$ cat src/logic/mode_decode_cfg.svh
// Constants for the converter mode, gain and power decode block
`ifndef MODE_DECODE_CFG_SVH
`define MODE_DECODE_CFG_SVH

// ---------------------------------------------------------------
// Register offsets (word addresses on the plain register port)
// ---------------------------------------------------------------
`define CTRL_REG_ADDR      4'h0
`define STATUS_REG_ADDR    4'h1

// ---------------------------------------------------------------
// Control register field positions and reset value
// ---------------------------------------------------------------
`define CTRL_GAIN_LSB      0
`define CTRL_GAIN_MSB      3
`define CTRL_POWER_LSB     4
`define CTRL_POWER_MSB     6
`define CTRL_CAL_BIT       7
`define CTRL_RESET_VALUE   12'h000

// ---------------------------------------------------------------
// Status register field positions
// ---------------------------------------------------------------
`define STAT_GAIN_LSB      0
`define STAT_POWER_LSB     4
`define STAT_PIN_MODE_BIT  7
`define STAT_CAL_BIT       8
`define STAT_REF_BIT       9

// ---------------------------------------------------------------
// Codes
// ---------------------------------------------------------------
`define GAIN_CODE_SOFT     4'h0
`define GAIN_CODE_RSVD     4'hf
`define GAIN_CODE_UNITY    4'h1
`define POWER_CODE_RESET   3'h7
`define POWER_CODE_OFF     3'h0

`endif

$ cat src/logic/mode_decode_pkg.sv
// Types shared by the converter mode, gain and power decode block
package mode_decode_pkg;

    // Which party supplies the configuration
    typedef enum logic [1:0] {
        MODE_REGISTER = 2'b01,
        MODE_PIN      = 2'b10
    } op_mode_t;

    // Decoded power enables
    typedef struct packed {
        logic fast_pair_on;
        logic low_pair_on;
        logic converters_on;
    } power_en_t;

endpackage

$ cat src/logic/gain_code_decode.sv
// Gain code to amplifier gain factor decoder
`timescale 1ns/1ps
`default_nettype none
`include "mode_decode_cfg.svh"

module gain_code_decode (
    // Code
    input  wire logic [3:0] code_in,
    // Decoded gain
    output logic      [7:0] factor_out,
    output logic            valid_out
);

    // Codes 1..14 map onto the fourteen gain steps in order
    always_comb begin
        valid_out = 1'b1;
        unique case (code_in)
            4'h1:    factor_out = 8'h01;
            4'h2:    factor_out = 8'h02;
            4'h3:    factor_out = 8'h03;
            4'h4:    factor_out = 8'h04;
            4'h5:    factor_out = 8'h06;
            4'h6:    factor_out = 8'h08;
            4'h7:    factor_out = 8'h0c;
            4'h8:    factor_out = 8'h10;
            4'h9:    factor_out = 8'h18;
            4'ha:    factor_out = 8'h20;
            4'hb:    factor_out = 8'h30;
            4'hc:    factor_out = 8'h40;
            4'hd:    factor_out = 8'h60;
            4'he:    factor_out = 8'h80;
            default: begin
                // Codes 0 and 15 carry no gain of their own
                factor_out = 8'h00;
                valid_out  = 1'b0;
            end
        endcase
    end

endmodule // gain_code_decode

`default_nettype wire

$ cat src/logic/power_code_decode.sv
// Power code to block enable decoder
`timescale 1ns/1ps
`default_nettype none
`include "mode_decode_cfg.svh"

module power_code_decode (
    // Code
    input  wire logic [2:0]                 code_in,
    // Enables
    output mode_decode_pkg::power_en_t      en_out
);

    // Codes 6 and 7 leave everything off
    always_comb begin
        en_out = '0;
        unique case (code_in)
            3'h1: en_out.converters_on = 1'b1;
            3'h2: en_out.fast_pair_on  = 1'b1;
            3'h3: en_out.low_pair_on   = 1'b1;
            3'h4: begin
                en_out.fast_pair_on = 1'b1;
                en_out.low_pair_on  = 1'b1;
            end
            3'h5: en_out = '1;
            default: en_out = '0;
        endcase
    end

endmodule // power_code_decode

`default_nettype wire

$ cat src/logic/mode_gain_power_decode.sv
// Converter mode, gain and power decode from pins or control register
//
// Contract
// Any gain pin high selects pin mode; all low selects register mode.
// Pin gain codes 1 to 14 give gains 1..128; code 0 means register.
// Pin mode takes gain, power, reference and calibration from pins.
// Power comes from register in register mode, from pins in pin mode.
// Power pins all low in pin mode turn everything off.
// Power codes 1..5 enable converters, fast, low, both pairs, all.
// Power pins all high in pin mode reset registers, all off.
// Register bits 3:0 gain, 6:4 power, 7 calibration, pin encodings.
// After power-up in register mode, all off and gain 1.
// Outside party holds upper two power pins low in register mode.
// Pin gain code 15 is reserved; previous gain is kept.
//
// Local design decisions: the strobed register port and the register offsets.
`timescale 1ns/1ps
`default_nettype none
`include "mode_decode_cfg.svh"

module mode_gain_power_decode (
    // Clock and reset
    input  wire logic        clk_in,
    input  wire logic        rst_in,
    // Configuration pins
    input  wire logic [3:0]  gain_select_inputs_in,
    input  wire logic [2:0]  power_select_inputs_in,
    input  wire logic        reference_source_pick_in,
    input  wire logic        cal_request_in,
    // Register port
    input  wire logic [3:0]  reg_addr_in,
    input  wire logic [11:0] reg_wdata_in,
    input  wire logic        reg_write_in,
    input  wire logic        reg_read_in,
    output logic      [11:0] reg_rdata_out,
    // Applied configuration
    output logic             pin_mode_out,
    output logic      [3:0]  gain_code_out,
    output logic      [7:0]  gain_factor_out,
    output logic             converters_on_out,
    output logic             fast_pair_on_out,
    output logic             low_pair_on_out,
    output logic             internal_ref_out,
    output logic             cal_request_out,
    output logic             device_reset_out
);

    // -----------------------------------------------------------
    // State
    // -----------------------------------------------------------
    typedef struct packed {
        logic [3:0]                 gain_s1;
        logic [3:0]                 gain_s2;
        logic [2:0]                 power_s1;
        logic [2:0]                 power_s2;
        logic                       ref_s1;
        logic                       ref_s2;
        logic                       cal_s1;
        logic                       cal_s2;
        logic [11:0]                ctrl;
        mode_decode_pkg::op_mode_t  mode;
        logic [3:0]                 gain_code;
        logic [7:0]                 gain_factor;
        mode_decode_pkg::power_en_t power;
        logic                       int_ref;
        logic                       cal;
        logic                       dev_reset;
        logic [11:0]                rdata;
    } state_t;

    state_t state_q;
    state_t state_d;

    // -----------------------------------------------------------
    // Decoders
    // -----------------------------------------------------------
    logic [3:0]                 gain_sel;
    logic [2:0]                 power_sel;
    logic [7:0]                 gain_fac;
    logic                       gain_ok;
    mode_decode_pkg::power_en_t power_en;

    gain_code_decode u_gain (
        .code_in    (gain_sel),
        .factor_out (gain_fac),
        .valid_out  (gain_ok)
    );

    power_code_decode u_power (
        .code_in (power_sel),
        .en_out  (power_en)
    );

    // Pin mode is decided from the synchronised gain pins
    logic pin_mode;
    assign pin_mode = (state_q.gain_s2 != `GAIN_CODE_SOFT);

    // Source select: pins in pin mode, control register otherwise
    assign gain_sel  = pin_mode ? state_q.gain_s2
                     : state_q.ctrl[`CTRL_GAIN_MSB:`CTRL_GAIN_LSB];
    assign power_sel = pin_mode ? state_q.power_s2
                     : state_q.ctrl[`CTRL_POWER_MSB:`CTRL_POWER_LSB];

    // -----------------------------------------------------------
    // Next state
    // -----------------------------------------------------------
    always_comb begin
        state_d = state_q;
        // Pins come from outside the clock domain: two flops first
        state_d.gain_s1  = gain_select_inputs_in;
        state_d.gain_s2  = state_q.gain_s1;
        state_d.power_s1 = power_select_inputs_in;
        state_d.power_s2 = state_q.power_s1;
        state_d.ref_s1   = reference_source_pick_in;
        state_d.ref_s2   = state_q.ref_s1;
        state_d.cal_s1   = cal_request_in;
        state_d.cal_s2   = state_q.cal_s1;

        state_d.mode = pin_mode ? mode_decode_pkg::MODE_PIN
                                : mode_decode_pkg::MODE_REGISTER;

        // Register write; upper four bits are held as written
        if (reg_write_in && reg_addr_in == `CTRL_REG_ADDR) begin
            state_d.ctrl = reg_wdata_in;
        end

        // Read data stand one cycle after the strobe only
        state_d.rdata = 12'h000;
        if (reg_read_in) begin
            unique case (reg_addr_in)
                `CTRL_REG_ADDR:   state_d.rdata = state_q.ctrl;
                `STATUS_REG_ADDR: begin
                    state_d.rdata[`STAT_GAIN_LSB +: 4]  = state_q.gain_code;
                    state_d.rdata[`STAT_POWER_LSB +: 3] = {state_q.power.fast_pair_on,
                                                           state_q.power.low_pair_on,
                                                           state_q.power.converters_on};
                    state_d.rdata[`STAT_PIN_MODE_BIT]   =
                        (state_q.mode == mode_decode_pkg::MODE_PIN);
                    state_d.rdata[`STAT_CAL_BIT]        = state_q.cal;
                    state_d.rdata[`STAT_REF_BIT]        = state_q.int_ref;
                end
                default: state_d.rdata = 12'h000;
            endcase
        end

        // Gain: reserved code keeps the applied gain
        if (gain_ok) begin
            state_d.gain_code   = gain_sel;
            state_d.gain_factor = gain_fac;
        end else if (!pin_mode) begin
            // Register code 0 or 15: hold unity gain after reset
            if (state_q.gain_factor == 8'h00) begin
                state_d.gain_code   = `GAIN_CODE_UNITY;
                state_d.gain_factor = 8'h01;
            end
        end

        state_d.power = power_en;
        state_d.cal   = pin_mode ? state_q.cal_s2
                                 : state_q.ctrl[`CTRL_CAL_BIT];
        state_d.int_ref = state_q.ref_s2;

        // All-high power code in pin mode resets the device
        state_d.dev_reset = 1'b0;
        if (pin_mode && state_q.power_s2 == `POWER_CODE_RESET) begin
            state_d.dev_reset = 1'b1;
            state_d.ctrl      = `CTRL_RESET_VALUE;
            state_d.power     = '0;
            state_d.cal       = 1'b0;
        end
    end

    // -----------------------------------------------------------
    // Registers
    // -----------------------------------------------------------
    always_ff @(posedge clk_in) begin
        if (rst_in) begin
            // Power-up: everything off, unity gain, register clear
            state_q             <= '0;
            state_q.mode        <= mode_decode_pkg::MODE_REGISTER;
            state_q.gain_code   <= `GAIN_CODE_UNITY;
            state_q.gain_factor <= 8'h01;
            state_q.ctrl        <= `CTRL_RESET_VALUE;
        end else begin
            state_q <= state_d;
        end
    end

    // -----------------------------------------------------------
    // Outputs straight from flops
    // -----------------------------------------------------------
    assign reg_rdata_out     = state_q.rdata;
    assign pin_mode_out      = state_q.mode[1]; // One-hot pin bit
    assign gain_code_out     = state_q.gain_code;
    assign gain_factor_out   = state_q.gain_factor;
    assign converters_on_out = state_q.power.converters_on;
    assign fast_pair_on_out  = state_q.power.fast_pair_on;
    assign low_pair_on_out   = state_q.power.low_pair_on;
    assign internal_ref_out  = state_q.int_ref;
    assign cal_request_out   = state_q.cal;
    assign device_reset_out  = state_q.dev_reset;

endmodule // mode_gain_power_decode

`default_nettype wire

$ cat config.mk
export PLATFORM = sky130hd
export DESIGN_NAME = mode_gain_power_decode
export DESIGN_NICKNAME = d
export VERILOG_FILES = /design/src/logic/mode_decode_pkg.sv /design/src/logic/gain_code_decode.sv /design/src/logic/power_code_decode.sv /design/src/logic/mode_gain_power_decode.sv
export VERILOG_INCLUDE_DIRS = /design/src /design/src/logic
export SDC_FILE = /design/constraint.sdc
export NUM_CORES = 1
export LEC_CHECK = 0
export ABC_AREA = 1
export BUFFER_PORTS_ARGS = -buffer_cell sky130_fd_sc_hd__buf_2
export CAP_MARGIN = 20
export CORE_MARGIN = 10
export CORE_UTILIZATION = 35
export DETAILED_ROUTE_END_ITERATION = 8
export GPL_ROUTABILITY_DRIVEN = 0
export PLACE_DENSITY_LB_ADDON = 0.1
export SYNTH_ARGS = -nofsm -noshare
export SYNTH_HDL_FRONTEND = slang
export SYNTH_HIERARCHICAL = 1
export SYNTH_SLANG_ARGS = --single-unit
export TNS_END_PERCENT = 100
$ cat constraint.sdc
create_clock -name clk_in -period 2 [get_ports clk_in]
set_input_delay 0.4 -clock clk_in [delete_from_list [all_inputs] [get_ports clk_in]]
set_output_delay 0.4 -clock clk_in [all_outputs]
set_load 0.02 [all_outputs]
==> key figures <==
Hold path
  • Worst min-delay path class: input pin to flip-flop

Synth
  • Area share of fa/ha/maj cells after synthesis: 0%
  • Post-synthesis sequential area ratio: 47.46%
  • Dominant cell type by area after synthesis: dfxtp_1
  • Post-Synth Simple-Gate Area: 25.45%
  • Synth Register Bits: 62
  • Ys flop type: dfxtp_1
  • Asr flop ratio synth: 0%
  • Synth top cells by count: nand2_1, dfxtp_1, inv_1
  • Count leader, synth: nand2_1
  • Complex-gate fraction of the synthesized area: 9.474%
  • Syn_nets: 364
  • Distinct cell type count after synthesis: 25
  • Xor and xnor area share after synthesis: 0%
  • Mux contribution to synthesized area: 0%
  • Synth warn: 6
  • Area share of the largest cell type after synthesis: 47.46%
  • Post-synthesis cell count: 335
  • Main combinational cell family by area after synthesis: simple AND/OR/NAND/NOR gates
  • Synthesized area: 2615 um^2
  • Cells taking the most area after synthesis: dfxtp_1, nand2_1, buf_4
  • Syn Area/Cell: 7.806 um^2
  • EDFF count, synth: 0

Final layout
  • Fin nets: 405
  • Layout Area Growth over Synthesis: 14.74%
  • Fill cell count: 773
  • Layout cells sized above 1: 29.47%
  • Post-route insts no fill: 479
  • Final Instance Area: 3000 um^2
  • # diodes: 0

Setup path
  • Worst path required time: 2.21 ns
  • CP Buf/Inv Count: 5
  • Critical path depth: 15
  • CP startpoint: state_q[54]$_SDFF_PP0_
  • Critical path type: flip-flop to flip-flop
  • Critical path fanouts, max: 11
  • Reg2Reg Setup Slack: 0.25 ns
  • Arr. time, crit path: 1.96 ns
  • Worst path top cell family by delay: simple AND/OR/NAND/NOR gates
  • Reg2reg start: state_q[54]$_SDFF_PP0_
  • Most frequent CP cell: nand2_1
  • Slowest cell on crit path: dfxtp_1
  • Reg2reg end: gain_factor_out[0]$_SDFFE_PP1P_
  • Reg2reg path depth: 15
  • Worst path max stage delay: 0.31 ns
  • Worst setup endpoint: gain_factor_out[0]$_SDFFE_PP1P_
  • Crit-path cells: nor2_1 -> nand2_1 -> inv_2 -> nand2_1 -> nand2_1 -> nand2_1 -> inv_1 -> nand2_1 -> nand2_1 -> inv_1 -> inv_1 -> buf_4 -> nand2_1 -> nand2_1 -> nand3_1
  • Crit path capture type: flip-flop
  • Worst Setup Start Kind: flip-flop

Global routing
  • Grt total ovfl: 0
  • Largest net degree at the start of global routing: 32
  • Initial antenna violation count: 0
  • Global-route wire length before repair: 9680 um
  • GRT Overall Usage: 10.56%
  • Vias in the first global route: 2079

Routing
  • WL/cell: 12.27 um
  • Vias: 2047
  • Via density: 4.273
  • 1st-iter DRT viols: 76
  • Post-route ant nets: 0
  • Total Routed Length: 5875 um
  • Number of iterations in the first detailed-routing pass: 4
  • Drc violations: 0

Clocking
  • Clock buffer depth: 2
  • Clock transition at path regs: 0.07 ns
  • Root Buffer: clkbuf_8
  • CTS tree: built
  • CTS Sinks: 62
  • Clock Latency Late Sink: 0.33 ns
  • Number of H-tree levels: 3
  • TritonCTS buffer count: 9
  • Post-CTS setup buffers: 0

STA
  • Max Fclk: 571.6 MHz
  • Final setup viols: 0
  • Final Max Tran Viols: 0
  • Setup TNS: 0 ns
  • Layout Skew: 0.007476 ns
  • Final hold vios: 0
  • Tmin final: 1.749 ns
  • Actual slew at the worst max-slew pin: 0.4396 ns
  • Slew HR: 70.59%
  • Hold Slack: 0.2646 ns
  • Final period util: 87.47%

Die
  • Die area: 11330 um^2
  • DIE HEIGHT: 106.4 um
  • Ports: 60
  • Initial Util: 36.05%
  • Core Region: 7253 um^2
  • FP Rows: 31
  • Die span in x: 106.4 um

Pwr
  • Leakage: 1.344 nW
  • PD cells: 862.8 nW/um^2
  • Max rail drop VDD: 0.4428 mV
  • Final Power: 2.589 mW

Placed design
  • I/O Buffers: 59
  • Placed Cells: 464
  • Placed inst area: 2804 um^2
  • Hpwl dp: 4361 um

Flow run
  • Max-cap violation count: 0

Outcome
  • Outcome: finished, final reports clean
==> routing by layer <==
layer | GRT usage, % | up-vias | wire (um) | part of all wire [%]
li1 | - | 1085 | - | -
met1 | 13.61 | 908 | 2973 | 51
met2 | 15.42 | 48 | 2493 | 42
met3 | 3.502 | 6 | 344 | 5.9
met4 | 5.222 | 0 | 63 | 1.1
met5 | 0 | - | 0 | 0
==> power by group <==
| part | leakage, nW | internal [mW] | total [mW] | switching [mW] |
|---|---|---|---|---|
| Sequential | 0.505 | 1.27 | 1.29 | 0.0180 |
| Combinational | 0.743 | 0.0851 | 0.237 | 0.152 |
| Clock | 0.0952 | 0.599 | 1.06 | 0.464 |
| Total | 1.34 | 1.95 | 2.59 | 0.634 |
==> stage by stage <==
step / worst slack [ns] / util, %
2_1_floorplan: 0.07996 / -
3_3_place_gp: 0.2922 / 38.66
3_5_place_dp: 0.2642 / 38.66
4_1_cts: 0.2506 / 41.26
5_1_grt: -0.003330 / 41.37
6_report: 0.2505 / 41.37
==> state kept, by name, summed over array words and instances (netlist names) <==
name and count:
cal_request_out 1, converters_on_out 1, device_reset_out 1, fast_pair_on_out 1
gain_code_out 4, gain_factor_out 8, internal_ref_out 1, low_pair_on_out 1
pin_mode_out 1, reg_rdata_out 12, state_d 10, state_q 21
==> worst min-delay path by stage <==
stage                                          from                     endpoint  slack (ns)  depth (start not counted)
final                      reference_source_pick_in       state_d[46]$_SDFF_PP0_        0.26                          3
after global routing      power_select_inputs_in[2]       state_d[50]$_SDFF_PP0_        0.27                          3
after CTS                  reference_source_pick_in       state_d[46]$_SDFF_PP0_        0.25                          3
after detailed placement     state_d[49]$_SDFF_PP0_       state_q[49]$_SDFF_PP0_        0.40                          2
after global placement       state_d[46]$_SDFF_PP0_       state_d[14]$_SDFF_PP0_        0.39                          2
after floorplan              state_d[14]$_SDFF_PP0_  internal_ref_out$_SDFF_PP0_        0.39                          2
==> cell families (layout without fill, tap and decap cells) <==
kind of cell           after synthesis  count (layout)
AND/OR/NAND/NOR                    152             152
buffers and inverters               82             127
flip-flops                          62              62
AO/OA/AOI/OAI                       39              39
==> placed cells by master (no fill, tap or decap) <==
| master | Yosys | layout |
|---|---|---|
| o21bai_1 | 3 | 1 |
| bufinv_16 | 0 | 1 |
| or2_2 | 1 | 1 |
| clkinv_2 | 0 | 2 |
| nor3_1 | 4 | 4 |
| clkbuf_8 | 0 | 10 |
| buf_4 | 26 | 7 |
| nand3b_1 | 1 | 1 |
| nand2_8 | 1 | 1 |
| nand2_1 | 69 | 69 |
| nor2_2 | 3 | 3 |
| and2_4 | 1 | 1 |
| inv_2 | 0 | 1 |
| a21oi_1 | 17 | 17 |
| inv_1 | 45 | 44 |
| clkinvlp_4 | 0 | 1 |
| clkbuf_1 | 4 | 1 |
| nand3_1 | 18 | 18 |
| inv_6 | 1 | 1 |
| nand4_1 | 1 | 1 |
| buf_2 | 0 | 59 |
| o21ai_0 | 3 | 3 |
| a21oi_2 | 10 | 10 |
| dfxtp_1 | 62 | 62 |
| nor2_1 | 41 | 41 |
| o21bai_2 | 0 | 2 |
| nand2_2 | 12 | 12 |
| o22ai_1 | 6 | 6 |
==> what timing repair did <==
action | in CTS | in global routing
gates resized for setup | 0 | 3
hold buffers | 0 | 0
endpoints found under the setup margin | 0 | 1
==> final cells by class <==
cell class              instances  area (um^2)  area share (%)
flip-flops and latches         62         1241           41.37
multi-input cells             191        920.9           30.69
repair buffers                 66        347.8           11.59
inverters                      46        177.7           5.922
clock buffers                  11        141.4           4.712
well taps                      99        123.9           4.128
clock inverters                 4        47.55           1.585
==> tightest hold or removal path, cell delays in order <==
cell and delay, ns:
buf_2 0.07, inv_1 0.03, nor2_1 0.06
Power figures use the tool's default switching activity.
